`config.mk`:
```
export PLATFORM = sky130hd
export DESIGN_NAME = periph_irq_enable_bank
export DESIGN_NICKNAME = d
export VERILOG_FILES = /design/src/irq_bank_pkg.sv /design/src/irq_bank_if.sv /design/src/irq_flag_bank.sv /design/src/periph_irq_enable_bank.sv
export VERILOG_INCLUDE_DIRS = /design/src /design/src/src
export SDC_FILE = /design/constraint.sdc
export NUM_CORES = 1
export LEC_CHECK = 0
export BUFFER_PORTS_ARGS = -buffer_cell sky130_fd_sc_hd__buf_2
export CORE_MARGIN = 2
export CORE_UTILIZATION = 40
export DETAILED_ROUTE_END_ITERATION = 12
export PLACE_DENSITY = 0.72
export SKIP_LAST_GASP = 1
export SYNTH_ARGS = -nofsm -noshare
export SYNTH_HDL_FRONTEND = slang
export SYNTH_SLANG_ARGS = --single-unit
```
`constraint.sdc`:
```
create_clock -name hclk -period 2 [get_ports hclk]
set_input_delay 0.1 -clock hclk [delete_from_list [all_inputs] [get_ports hclk]]
set_output_delay 0.1 -clock hclk [all_outputs]
set_load 0.01 [all_outputs]
```
`src/irq_bank_regs.svh`:
```
// Register map, field positions and reset values of the peripheral
// interrupt enable bank. Definitions only; included by bare name.
`ifndef IRQ_BANK_REGS_SVH
`define IRQ_BANK_REGS_SVH

// ---------------------------------------------------------------------------
// Byte offsets
// ---------------------------------------------------------------------------
`define OFS_ENABLE_A 8'h00
`define OFS_ENABLE_B 8'h04
`define OFS_ENABLE_C 8'h08
`define OFS_CORE_CTRL 8'h0C
`define OFS_FLAG_A 8'h10
`define OFS_FLAG_B 8'h14
`define OFS_FLAG_C 8'h18

// ---------------------------------------------------------------------------
// Fields
// ---------------------------------------------------------------------------
`define BIT_GLOBAL_EN 7
`define BIT_MASTER_EN 6
`define BIT_TIMER1_GATE 7
`define BIT_ADC_DONE 6
`define BIT_SERIAL1_RX 5
`define BIT_SERIAL1_TX 4
`define BIT_SYNCSER1 3
`define BIT_CAPCMP1 2
`define BIT_TIMER2_MATCH 1
`define BIT_TIMER1_OVF 0
`define BIT_OSC_FAIL 7
`define BIT_TIMER5_GATE 6
`define BIT_TIMER3_GATE 5
`define BIT_B_UNUSED 4
`define BIT_SYNCSER1_COLL 3
`define BIT_TIMER10_MATCH 2
`define BIT_TIMER8_MATCH 1
`define BIT_CAPCMP2 0
`define IMPL_MASK_A 8'hFF
`define IMPL_MASK_B 8'hEF
`define IMPL_MASK_C 8'hFF

// ---------------------------------------------------------------------------
// Reset values
// ---------------------------------------------------------------------------
`define RST_ENABLE 8'h00
`define RST_FLAG 8'h00
`define RST_CORE_CTRL 8'h00

`endif

```
`src/irq_bank_pkg.sv`:
```
// Types shared by the enable bank, its flag store and their interface.
// Assumes the register header is on the include path.
package irq_bank_pkg;
  // Three 8-bit registers, index 0 is bank A.
  typedef logic [2:0][7:0] bank_t;
  typedef enum logic [1:0] {
    BUS_IDLE = 2'b00,
    BUS_WRITE = 2'b01,
    BUS_READ = 2'b10
  } bus_state_t;
  typedef enum logic [2:0] {
    SEL_ENABLE_A = 3'b000,
    SEL_ENABLE_B = 3'b001,
    SEL_ENABLE_C = 3'b010,
    SEL_CORE_CTRL = 3'b011,
    SEL_FLAG_A = 3'b100,
    SEL_FLAG_B = 3'b101,
    SEL_FLAG_C = 3'b110,
    SEL_NONE = 3'b111
  } reg_sel_t;
endpackage

```
`src/irq_bank_if.sv`:
```
// Carrier between the register front end and the sticky flag store.
// Assumes both ends run on the same clock.
`timescale 1ns/1ps
`default_nettype none
interface irq_bank_if;
  import irq_bank_pkg::*;
  bank_t enable;
  bank_t clear;
  bank_t event_in;
  bank_t flag;
  logic pending;
  modport ctrl (output enable, output clear, output event_in,
                input flag, input pending);
  modport bank (input enable, input clear, input event_in,
                output flag, output pending);
endinterface
`default_nettype wire

```
`src/irq_flag_bank.sv`:
```
// Sticky peripheral interrupt flags and the enabled-pending reduction.
// Assumes event pulses and clears come from logic on hclk.
`timescale 1ns/1ps
`default_nettype none
`include "irq_bank_regs.svh"
module irq_flag_bank (
  input wire logic hclk,
  input wire logic hresetn,
  irq_bank_if.bank bus
);
  import irq_bank_pkg::*;

  localparam bank_t IMPL = {`IMPL_MASK_C, `IMPL_MASK_B, `IMPL_MASK_A};

  bank_t flag_reg;

  // -------------------------------------------------------------------------
  // Flags
  // -------------------------------------------------------------------------
  // An event in the cycle of a clear keeps the flag set, so no event is lost.
  genvar r;
  generate
    for (r = 0; r < 3; r++) begin : g_flag
      always_ff @(posedge hclk or negedge hresetn) begin
        if (!hresetn) begin
          flag_reg[r] <= `RST_FLAG;
        end else begin
          flag_reg[r] <= ((flag_reg[r] & ~bus.clear[r]) | bus.event_in[r])
                         & IMPL[r];
        end
      end
    end
  endgenerate

  assign bus.flag = flag_reg;
  assign bus.pending = |(flag_reg & bus.enable);
endmodule // irq_flag_bank
`default_nettype wire

```
`src/periph_irq_enable_bank.sv`:
```
// AHB-Lite register front end of the peripheral interrupt enable bank.
// Assumes one AHB-Lite master, word transfers, events as hclk pulses.
`timescale 1ns/1ps
`default_nettype none
`include "irq_bank_regs.svh"
module periph_irq_enable_bank #(
  parameter int NUM_BANKS = 3
) (
  input wire logic hclk,
  input wire logic hresetn,
  input wire logic hsel,
  input wire logic [31:0] haddr,
  input wire logic [1:0] htrans,
  input wire logic hwrite,
  input wire logic [2:0] hsize,
  input wire logic [31:0] hwdata,
  input wire logic hready,
  output logic [31:0] hrdata,
  output logic hreadyout,
  output logic hresp,
  input wire logic [7:0] periph_event_a,
  input wire logic [7:0] periph_event_b,
  input wire logic [7:0] periph_event_c,
  output logic periph_irq_req
);
  import irq_bank_pkg::*;

  // -------------------------------------------------------------------------
  // Elaboration check
  // -------------------------------------------------------------------------
  generate
    if (NUM_BANKS != 3) begin : g_bad_banks
      $error("only three enable registers are supported");
    end
  endgenerate

  localparam bank_t IMPL = {`IMPL_MASK_C, `IMPL_MASK_B, `IMPL_MASK_A};
  localparam logic [7:0] CTRL_RST = `RST_CORE_CTRL;

  irq_bank_if bank_bus ();

  bus_state_t state_reg;
  logic [7:0] addr_reg;
  logic [31:0] hrdata_reg;
  logic hreadyout_reg;
  logic hresp_reg;
  bank_t enable_reg;
  bank_t clear_next;
  logic global_en_reg;
  logic master_en_reg;
  logic irq_reg;
  logic accept;
  logic wr_phase;
  reg_sel_t wr_sel;

  // -------------------------------------------------------------------------
  // Decode
  // -------------------------------------------------------------------------
  function automatic reg_sel_t decode(input logic [7:0] a);
    reg_sel_t s;
    s = SEL_NONE;
    unique case (a)
      `OFS_ENABLE_A: s = SEL_ENABLE_A;
      `OFS_ENABLE_B: s = SEL_ENABLE_B;
      `OFS_ENABLE_C: s = SEL_ENABLE_C;
      `OFS_CORE_CTRL: s = SEL_CORE_CTRL;
      `OFS_FLAG_A: s = SEL_FLAG_A;
      `OFS_FLAG_B: s = SEL_FLAG_B;
      `OFS_FLAG_C: s = SEL_FLAG_C;
      default: s = SEL_NONE;
    endcase
    return s;
  endfunction

  function automatic logic [31:0] read_value(input reg_sel_t s,
                                             input bank_t en,
                                             input bank_t fl,
                                             input logic ge,
                                             input logic me);
    logic [7:0] v;
    v = 8'h00;
    unique case (s)
      SEL_ENABLE_A: v = en[0];
      SEL_ENABLE_B: v = en[1] & `IMPL_MASK_B;
      SEL_ENABLE_C: v = en[2];
      SEL_CORE_CTRL: begin
        v[`BIT_GLOBAL_EN] = ge;
        v[`BIT_MASTER_EN] = me;
      end
      SEL_FLAG_A: v = fl[0];
      SEL_FLAG_B: v = fl[1];
      SEL_FLAG_C: v = fl[2];
      SEL_NONE: v = 8'h00;
    endcase
    return {24'h000000, v};
  endfunction

  assign accept = hsel && hready && htrans[1];
  assign wr_phase = (state_reg == BUS_WRITE);
  assign wr_sel = decode(addr_reg);

  // -------------------------------------------------------------------------
  // Bus phases
  // -------------------------------------------------------------------------
  // Reads take one wait state so hrdata comes from a flop and always
  // reflects a write finished in the cycle before.
  always_ff @(posedge hclk or negedge hresetn) begin
    if (!hresetn) begin
      state_reg <= BUS_IDLE;
      addr_reg <= 8'h00;
      hreadyout_reg <= 1'b1;
    end else begin
      if (accept) begin
        state_reg <= hwrite ? BUS_WRITE : BUS_READ;
        addr_reg <= haddr[7:0];
        hreadyout_reg <= hwrite;
      end else begin
        state_reg <= BUS_IDLE;
        hreadyout_reg <= 1'b1;
      end
    end
  end

  always_ff @(posedge hclk or negedge hresetn) begin
    if (!hresetn) begin
      hrdata_reg <= 32'h00000000;
    end else if (state_reg == BUS_READ) begin
      hrdata_reg <= read_value(decode(addr_reg), enable_reg,
                               bank_bus.flag, global_en_reg, master_en_reg);
    end
  end

  // Every transfer answers OKAY, unmapped ones included.
  always_ff @(posedge hclk or negedge hresetn) begin
    if (!hresetn) begin
      hresp_reg <= 1'b0;
    end else begin
      hresp_reg <= 1'b0;
    end
  end

  // -------------------------------------------------------------------------
  // Enable and control registers
  // -------------------------------------------------------------------------
  genvar r;
  generate
    for (r = 0; r < 3; r++) begin : g_enable
      always_ff @(posedge hclk or negedge hresetn) begin
        if (!hresetn) begin
          enable_reg[r] <= `RST_ENABLE;
        end else if (wr_phase && wr_sel == reg_sel_t'(r)) begin
          enable_reg[r] <= hwdata[7:0] & IMPL[r];
        end
      end
    end
  endgenerate

  always_ff @(posedge hclk or negedge hresetn) begin
    if (!hresetn) begin
      global_en_reg <= CTRL_RST[`BIT_GLOBAL_EN];
      master_en_reg <= CTRL_RST[`BIT_MASTER_EN];
    end else if (wr_phase && wr_sel == SEL_CORE_CTRL) begin
      global_en_reg <= hwdata[`BIT_GLOBAL_EN];
      master_en_reg <= hwdata[`BIT_MASTER_EN];
    end
  end

  // Flags clear by writing one; the store lets a same-cycle event win.
  always_comb begin
    clear_next = '0;
    if (wr_phase) begin
      unique case (wr_sel)
        SEL_FLAG_A: clear_next[0] = hwdata[7:0];
        SEL_FLAG_B: clear_next[1] = hwdata[7:0];
        SEL_FLAG_C: clear_next[2] = hwdata[7:0];
        default: clear_next = '0;
      endcase
    end
  end

  assign bank_bus.enable = enable_reg;
  assign bank_bus.clear = clear_next;
  assign bank_bus.event_in = {periph_event_c, periph_event_b, periph_event_a};

  irq_flag_bank u_flags (
    .hclk(hclk),
    .hresetn(hresetn),
    .bus(bank_bus.bank)
  );

  // -------------------------------------------------------------------------
  // Core request
  // -------------------------------------------------------------------------
  always_ff @(posedge hclk or negedge hresetn) begin
    if (!hresetn) begin
      irq_reg <= 1'b0;
    end else begin
      irq_reg <= global_en_reg && master_en_reg
                 && bank_bus.pending;
    end
  end

  assign hrdata = hrdata_reg;
  assign hreadyout = hreadyout_reg;
  assign hresp = hresp_reg;
  assign periph_irq_req = irq_reg;
endmodule // periph_irq_enable_bank
`default_nettype wire

```
==> results.json, run 1 <==
{
  "min_path_type": "in2reg",
  "diodes": 0,
  "firstDrtPassIters": 5,
  "multi_input_area_um2": 1500,
  "grt_max_degree": 36,
  "yosys_warnings": 0,
  "drc": 0,
  "numCtsBuffers": 9,
  "finalSetupViolCount": 0,
  "wl_met1_mm": 3.50,
  "combPwrFrac": 0.174,
  "syn_avg_cell_area_um2": 11.8,
  "relSlewSlack": 0.595,
  "internal_power_uw": 2560,
  "max_stage_delay_ns": 0.52,
  "worstPathArrival_ns": 2.07,
  "cts-root-buf": "clkbuf_8",
  "detail_route.wl_per_cell_um": 17.0,
  "avgViaCountPerCell": 5.42,
  "coreArea_um2": 8180,
  "p_switching_uw": 922,
  "vias": 2670,
  "ant_nets": 0,
  "path_clk_slew_ns": 0.07,
  "drt_iter0_markers": 284,
  "cellLeakagePower_uw": 0.00184,
  "synthFlopType": "dfrtp_1",
  "io_pins": 133,
  "synth-seq-area-share": 0.505,
  "required_ns": 2.24,
  "powerDensity_nw_per_um2": 811,
  "synth_top_cells_by_area": "dfrtp_1 50%, mux2_2 13%, buf_4 5.8%",
  "maxSlewViolCount": 0,
  "htreeDepth": 3,
  "initial_utilization": 0.412,
  "gp_congestion": 0.840,
  "n_fill_cell": 729,
  "synth_most_common_cell": "dfrtp_1",
  "tritoncts": "done",
  "power_frac_seq": 0.446,
  "drv_cap": 0,
  "yosys-top-cells-count": "67 x dfrtp_1, 38 x mux2_2, 26 x buf_4, 26 x nand3_1, 23 x a21o_1",
  "vdd_drop_max_mv": 0.733,
  "path_cells": "nor4b_2 > and3_1 > buf_4 > nand3_1 > a21o_1",
  "dieArea_um2": 9180,
  "register_area_um2": 1700,
  "dpl.hpwl_mm": 5.84,
  "grt_use_total": 0.199,
  "critical_path_class": "reg2reg",
  "synth_top_area_frac": 0.497,
  "grt_pass1_vias": 2587,
  "dr_wl_met3_um": 617,
  "max_freq_mhz": 547,
  "hold_slack_ns": 0.0381,
  "grt.overflow.total": 0,
  "switching_share": 0.265,
  "top_layer_used": "met4",
  "cts_buffer_depth": 2,
  "wirelength_mm": 8.41,
  "synthDistinctLibCells": 46,
  "timing.final.crit_share": 0.913,
  "grt_first_pass_wirelength_mm": 13.3,
  "drive_gt1_frac": 0.335,
  "antenna_found_initial": 0,
  "rows": 33,
  "synthArstFlopShare": 1.00,
  "portBuffers": 54,
  "syn_inst": 285,
  "fin_skew_ns": 0.00772,
  "cp_max_fo": 7,
  "area_growth_syn_to_layout_pct": 27.4,
  "power_frac_clock": 0.379,
  "finalCriticalPeriod_ns": 1.83,
  "tns_ns": 0,
  "rsz0062_at_grt": "no",
  "die_y_um": 95.8,
  "setup.worst_path.end_class": "register",
  "cpMaxStageDelayCell": "nor4b_2",
  "cts.sinks": 68,
  "outcome": "completed",
  "synth-seq-cells": 68,
  "tightest_slew_ns": 0.608,
  "route.met2.wl_mm": 4.18,
  "fin_nets": 481,
  "hold_viol": 0,
  "clk_latency_ns": 0.36,
  "power_uw": 3480,
  "synth_top_area_cell": "dfrtp_1",
  "synth_edf_count": 0,
  "critPathLaunchType": "register",
  "fp.dieW_um": 95.8,
  "netlist_area_um2": 3370
}
==> per-layer routing <==
metal	vias to the layer above	GRT usage
met5	-	0
met4	0	0.0988
met3	11	0.0399
met2	121	0.324
met1	1313	0.254
li1	1225	-
==> through the flow <==
| stage | utilization | cells | setup slack (ns) | cell area [µm²] |
|---|---|---|---|---|
| finish | 0.525 | 493 | 0.173 | 4290 |
| global placement | 0.456 | 444 | 0.136 | 3730 |
| detailed placement | 0.456 | 444 | 0.101 | 3730 |
| global route | 0.525 | 493 | 0.0666 | 4290 |
| floorplan | - | 309 | 0.443 | 3460 |
| CTS | 0.525 | 493 | 0.0788 | 4290 |
==> critical path, delay by kind of cell (launching register included) <==
kind / cells / cell delay, ns
flip-flops: 1 / 0.48
AND/OR/NAND/NOR: 3 / 0.87
buffers and inverters: 1 / 0.17
AO/OA/AOI/OAI: 1 / 0.19
==> timing repair <==
action | in CTS | in global routing
hold buffers | 33 | 0
resized for setup | 0 | 1
buffers inserted | 0 | 0
endpoints found under the setup margin | 0 | 8
endpoints found under the hold margin | 49 | 0
==> cells by family after synthesis <==
group | share of synthesized area
AO/OA/AOI/OAI | 0.146
buffers and inverters | 0.0765
flip-flops | 0.505
multiplexers | 0.151
other | 0.00111
AND/OR/NAND/NOR | 0.120
==> area by class of cell <==
type | count | share of cell area
clock buffers | 12 | 0.0385
clock inverters | 4 | 0.0163
inverters | 3 | 0.00262
multi-input cells | 201 | 0.350
flip-flops and latches | 68 | 0.397
well taps | 105 | 0.0306
repair buffers | 100 | 0.166
==> power groups by stage <==
stage	logic [µW]	clock network (µW)	registers [µW]
floorplan	384	0	1550
finish	607	1320	1550
global route	662	1390	1570
CTS	604	1340	1560
global placement	540	0	1580
detailed placement	551	0	1580
==> path summary, 6_finish.rpt <==
kind | to | startpoint | slack (ns) | depth (start not counted)
max | u_flags.bus.flag[21]$_DFF_PN0_ | addr_reg[1]$_DFFE_PN0P_ | 0.17 | 5
min | bank_bus.enable[4]$_DFFE_PN0P_ | hwdata[4] | 0.04 | 2
max reg2reg | u_flags.bus.flag[21]$_DFF_PN0_ | addr_reg[1]$_DFFE_PN0P_ | 0.17 | 5
min reg2reg | hrdata[2]$_DFFE_PN0N_ | hrdata[2]$_DFFE_PN0N_ | 0.49 | 2
max in group asynchronous | hreadyout$_DFF_PN1_ | hresetn | 1.13 | 3
min in group asynchronous | bank_bus.enable[5]$_DFFE_PN0P_ | hresetn | 0.21 | 2
==> placed cells by master, fill, tap and decap left out, drive strengths merged, types with 2 or more instances in the layout <==
master,netlist,final
a211o,4,4
a21o,23,23
a21oi,2,2
a221oi,7,7
a22oi,11,11
a32oi,3,3
and2b,2,2
and3,2,2
and4,2,2
buf,36,67
bufinv,0,2
clkbuf,1,12
clkinv,1,3
conb,1,25
dfrtp,67,67
dlygate4sd3,0,33
inv,2,2
mux2,38,38
mux2i,6,6
nand2,9,9
nand3,27,27
nand4,6,6
nor2,6,6
nor2b,2,2
nor3,8,8
o21ai,4,4
(Power assumes the default switching activity.)
==> run 2, diff against run 1 <==
--- a/config.mk
+++ b/config.mk
@@ -7,10 +7,12 @@
 export NUM_CORES = 1
 export LEC_CHECK = 0
 export BUFFER_PORTS_ARGS = -buffer_cell sky130_fd_sc_hd__buf_2
+export CELL_PAD_IN_SITES_DETAIL_PLACEMENT = 1
+export CELL_PAD_IN_SITES_GLOBAL_PLACEMENT = 2
 export CORE_MARGIN = 2
-export CORE_UTILIZATION = 40
+export CORE_UTILIZATION = 30
 export DETAILED_ROUTE_END_ITERATION = 12
-export PLACE_DENSITY = 0.72
+export PLACE_DENSITY = 0.84
 export SKIP_LAST_GASP = 1
 export SYNTH_ARGS = -nofsm -noshare
 export SYNTH_HDL_FRONTEND = slang
==> run 2 against run 1 <==
Net effect:
- die area grew 32%
- largest cell class unchanged
- sequential share of layout area about the same
- sequential cell count unchanged
- clock skew is 0.0051 ns higher
- largest power group unchanged
- global-route usage is 2.8 points lower
==> results.json, run 2 (synthesis results as in run 1) <==
{
  "outcome": "completed",
  "maxSlewViolCount": 0,
  "hold_viol": 0,
  "critPathLaunchType": "register",
  "grt_use_total": 0.171,
  "combPwrFrac": 0.186,
  "post-place-cells": 480,
  "detail_route.wl_per_cell_um": 18.0,
  "fin_skew_ns": 0.0128,
  "fp.dieW_um": 110,
  "ant_nets": 0,
  "place_area_um2": 3780,
  "htreeDepth": 3,
  "path_clk_slew_ns": 0.08,
  "internal_power_uw": 2360,
  "io_pins": 133,
  "drv_cap": 0,
  "rrSetupSlack_ns": 0.05,
  "initial_utilization": 0.310,
  "mostFrequentLayoutCells": "67 x dfrtp_1, 54 x buf_2, 38 x mux2_2",
  "tightest_slew_ns": 0.700,
  "max_freq_mhz": 512,
  "avgViaCountPerCell": 5.02,
  "cts-root-buf": "clkbuf_8",
  "relSlewSlack": 0.533,
  "grt_pass1_vias": 2775,
  "vias": 2649,
  "rsz0062_at_grt": "no",
  "die_y_um": 110,
  "diodes": 0,
  "final_common_cell": "dfrtp_1",
  "multi_input_area_um2": 1500,
  "grt_busiest_layer": "met2",
  "grt_first_pass_wirelength_mm": 15.3,
  "drive_gt1_frac": 0.332,
  "wirelength_mm": 9.53,
  "tns_ns": 0,
  "powerDensity_nw_per_um2": 770,
  "vdd_drop_max_mv": 0.272,
  "cts_hold_buffers": 33,
  "instances_no_fill": 528,
  "use_met1": 0.226,
  "power_uw": 3310,
  "finalSetupViolCount": 0,
  "design_area_um2": 4300,
  "timing.final.crit_share": 0.976,
  "cts_resized": 0,
  "dpl.hpwl_mm": 6.62,
  "rows": 38,
  "clk_latency_ns": 0.37,
  "cts.sinks": 68,
  "power_frac_seq": 0.471,
  "finalCriticalPeriod_ns": 1.95,
  "firstDrtPassIters": 4,
  "gr-usage-met3": 0.0388,
  "portBuffers": 54,
  "switching_share": 0.288,
  "n_fill_cell": 1199,
  "drt_iter0_markers": 96,
  "cts_buffer_depth": 2,
  "dieArea_um2": 12100,
  "fin_nets": 482,
  "p_switching_uw": 954,
  "tritoncts": "done",
  "antenna_found_initial": 0,
  "hold_slack_ns": 0.0164,
  "coreArea_um2": 10900,
  "register_area_um2": 1700,
  "required_ns": 2.25,
  "drc": 0,
  "power_frac_clock": 0.343,
  "setup.worst_path.end_class": "register",
  "cp_max_fo": 9,
  "postCtsSetupRepairBufs": 0,
  "critical_path_class": "reg2reg",
  "grt.met2_usage": 0.275,
  "cellLeakagePower_uw": 0.00182,
  "grt.overflow.total": 0,
  "grt_max_degree": 46,
  "numCtsBuffers": 9,
  "area_growth_syn_to_layout_pct": 27.5,
  "worstPathArrival_ns": 2.20,
  "gp_congestion": 0.806,
  "min_path_type": "in2reg"
}
## run 2: area by class of cell
cell class,instances,area share
Clock buffer,10,0.0320
Clock inverter,5,0.0122
Inverter,3,0.00262
Multi-Input combinational cell,201,0.349
Sequential cell,68,0.396
Tap cell,140,0.0408
Timing Repair Buffer,101,0.167
## run 2: power by group through the flow
stage	combinational, µW	sequential, µW	clock [µW]
finish	616	1560	1130
global route	672	1580	1210
CTS	621	1560	1150
detailed placement	568	1590	0
global placement	551	1580	0
floorplan	384	1550	0
## run 2: final timing paths
kind                                         start                               to  depth (start not counted)
max                        addr_reg[3]$_DFFE_PN0P_  bank_bus.enable[23]$_DFFE_PN0P_                          3
min                                      hwdata[4]  bank_bus.enable[20]$_DFFE_PN0P_                          2
max reg2reg                addr_reg[3]$_DFFE_PN0P_  bank_bus.enable[23]$_DFFE_PN0P_                          3
min reg2reg                  hrdata[6]$_DFFE_PN0N_            hrdata[6]$_DFFE_PN0N_                          2
max in group asynchronous                  hresetn    u_flags.bus.flag[3]$_DFF_PN0_                          3
min in group asynchronous                  hresetn   u_flags.bus.flag[22]$_DFF_PN0_                          2
## run 2: through the flow
step / setup slack [ns] / utilization
after floorplan: 0.443 / -
after global placement: 0.101 / 0.347
after detailed placement: 0.0812 / 0.347
after CTS: 0.0770 / 0.395
after global routing: 0.000983 / 0.395
final: 0.0483 / 0.395
## run 2: worst max-delay path, cell delays in order (launching register included)
cell,delay (ns)
dfrtp_1,0.57
nor4b_2,0.45
nand2_1,0.43
mux2_2,0.40
## run 2: layer usage
| layer | vias to the layer above | wire length [µm] |
|---|---|---|
| met5 | - | 0 |
| met4 | 0 | 170 |
| met3 | 16 | 465 |
| met2 | 59 | 4680 |
| met1 | 1353 | 4210 |
| li1 | 1221 | - |
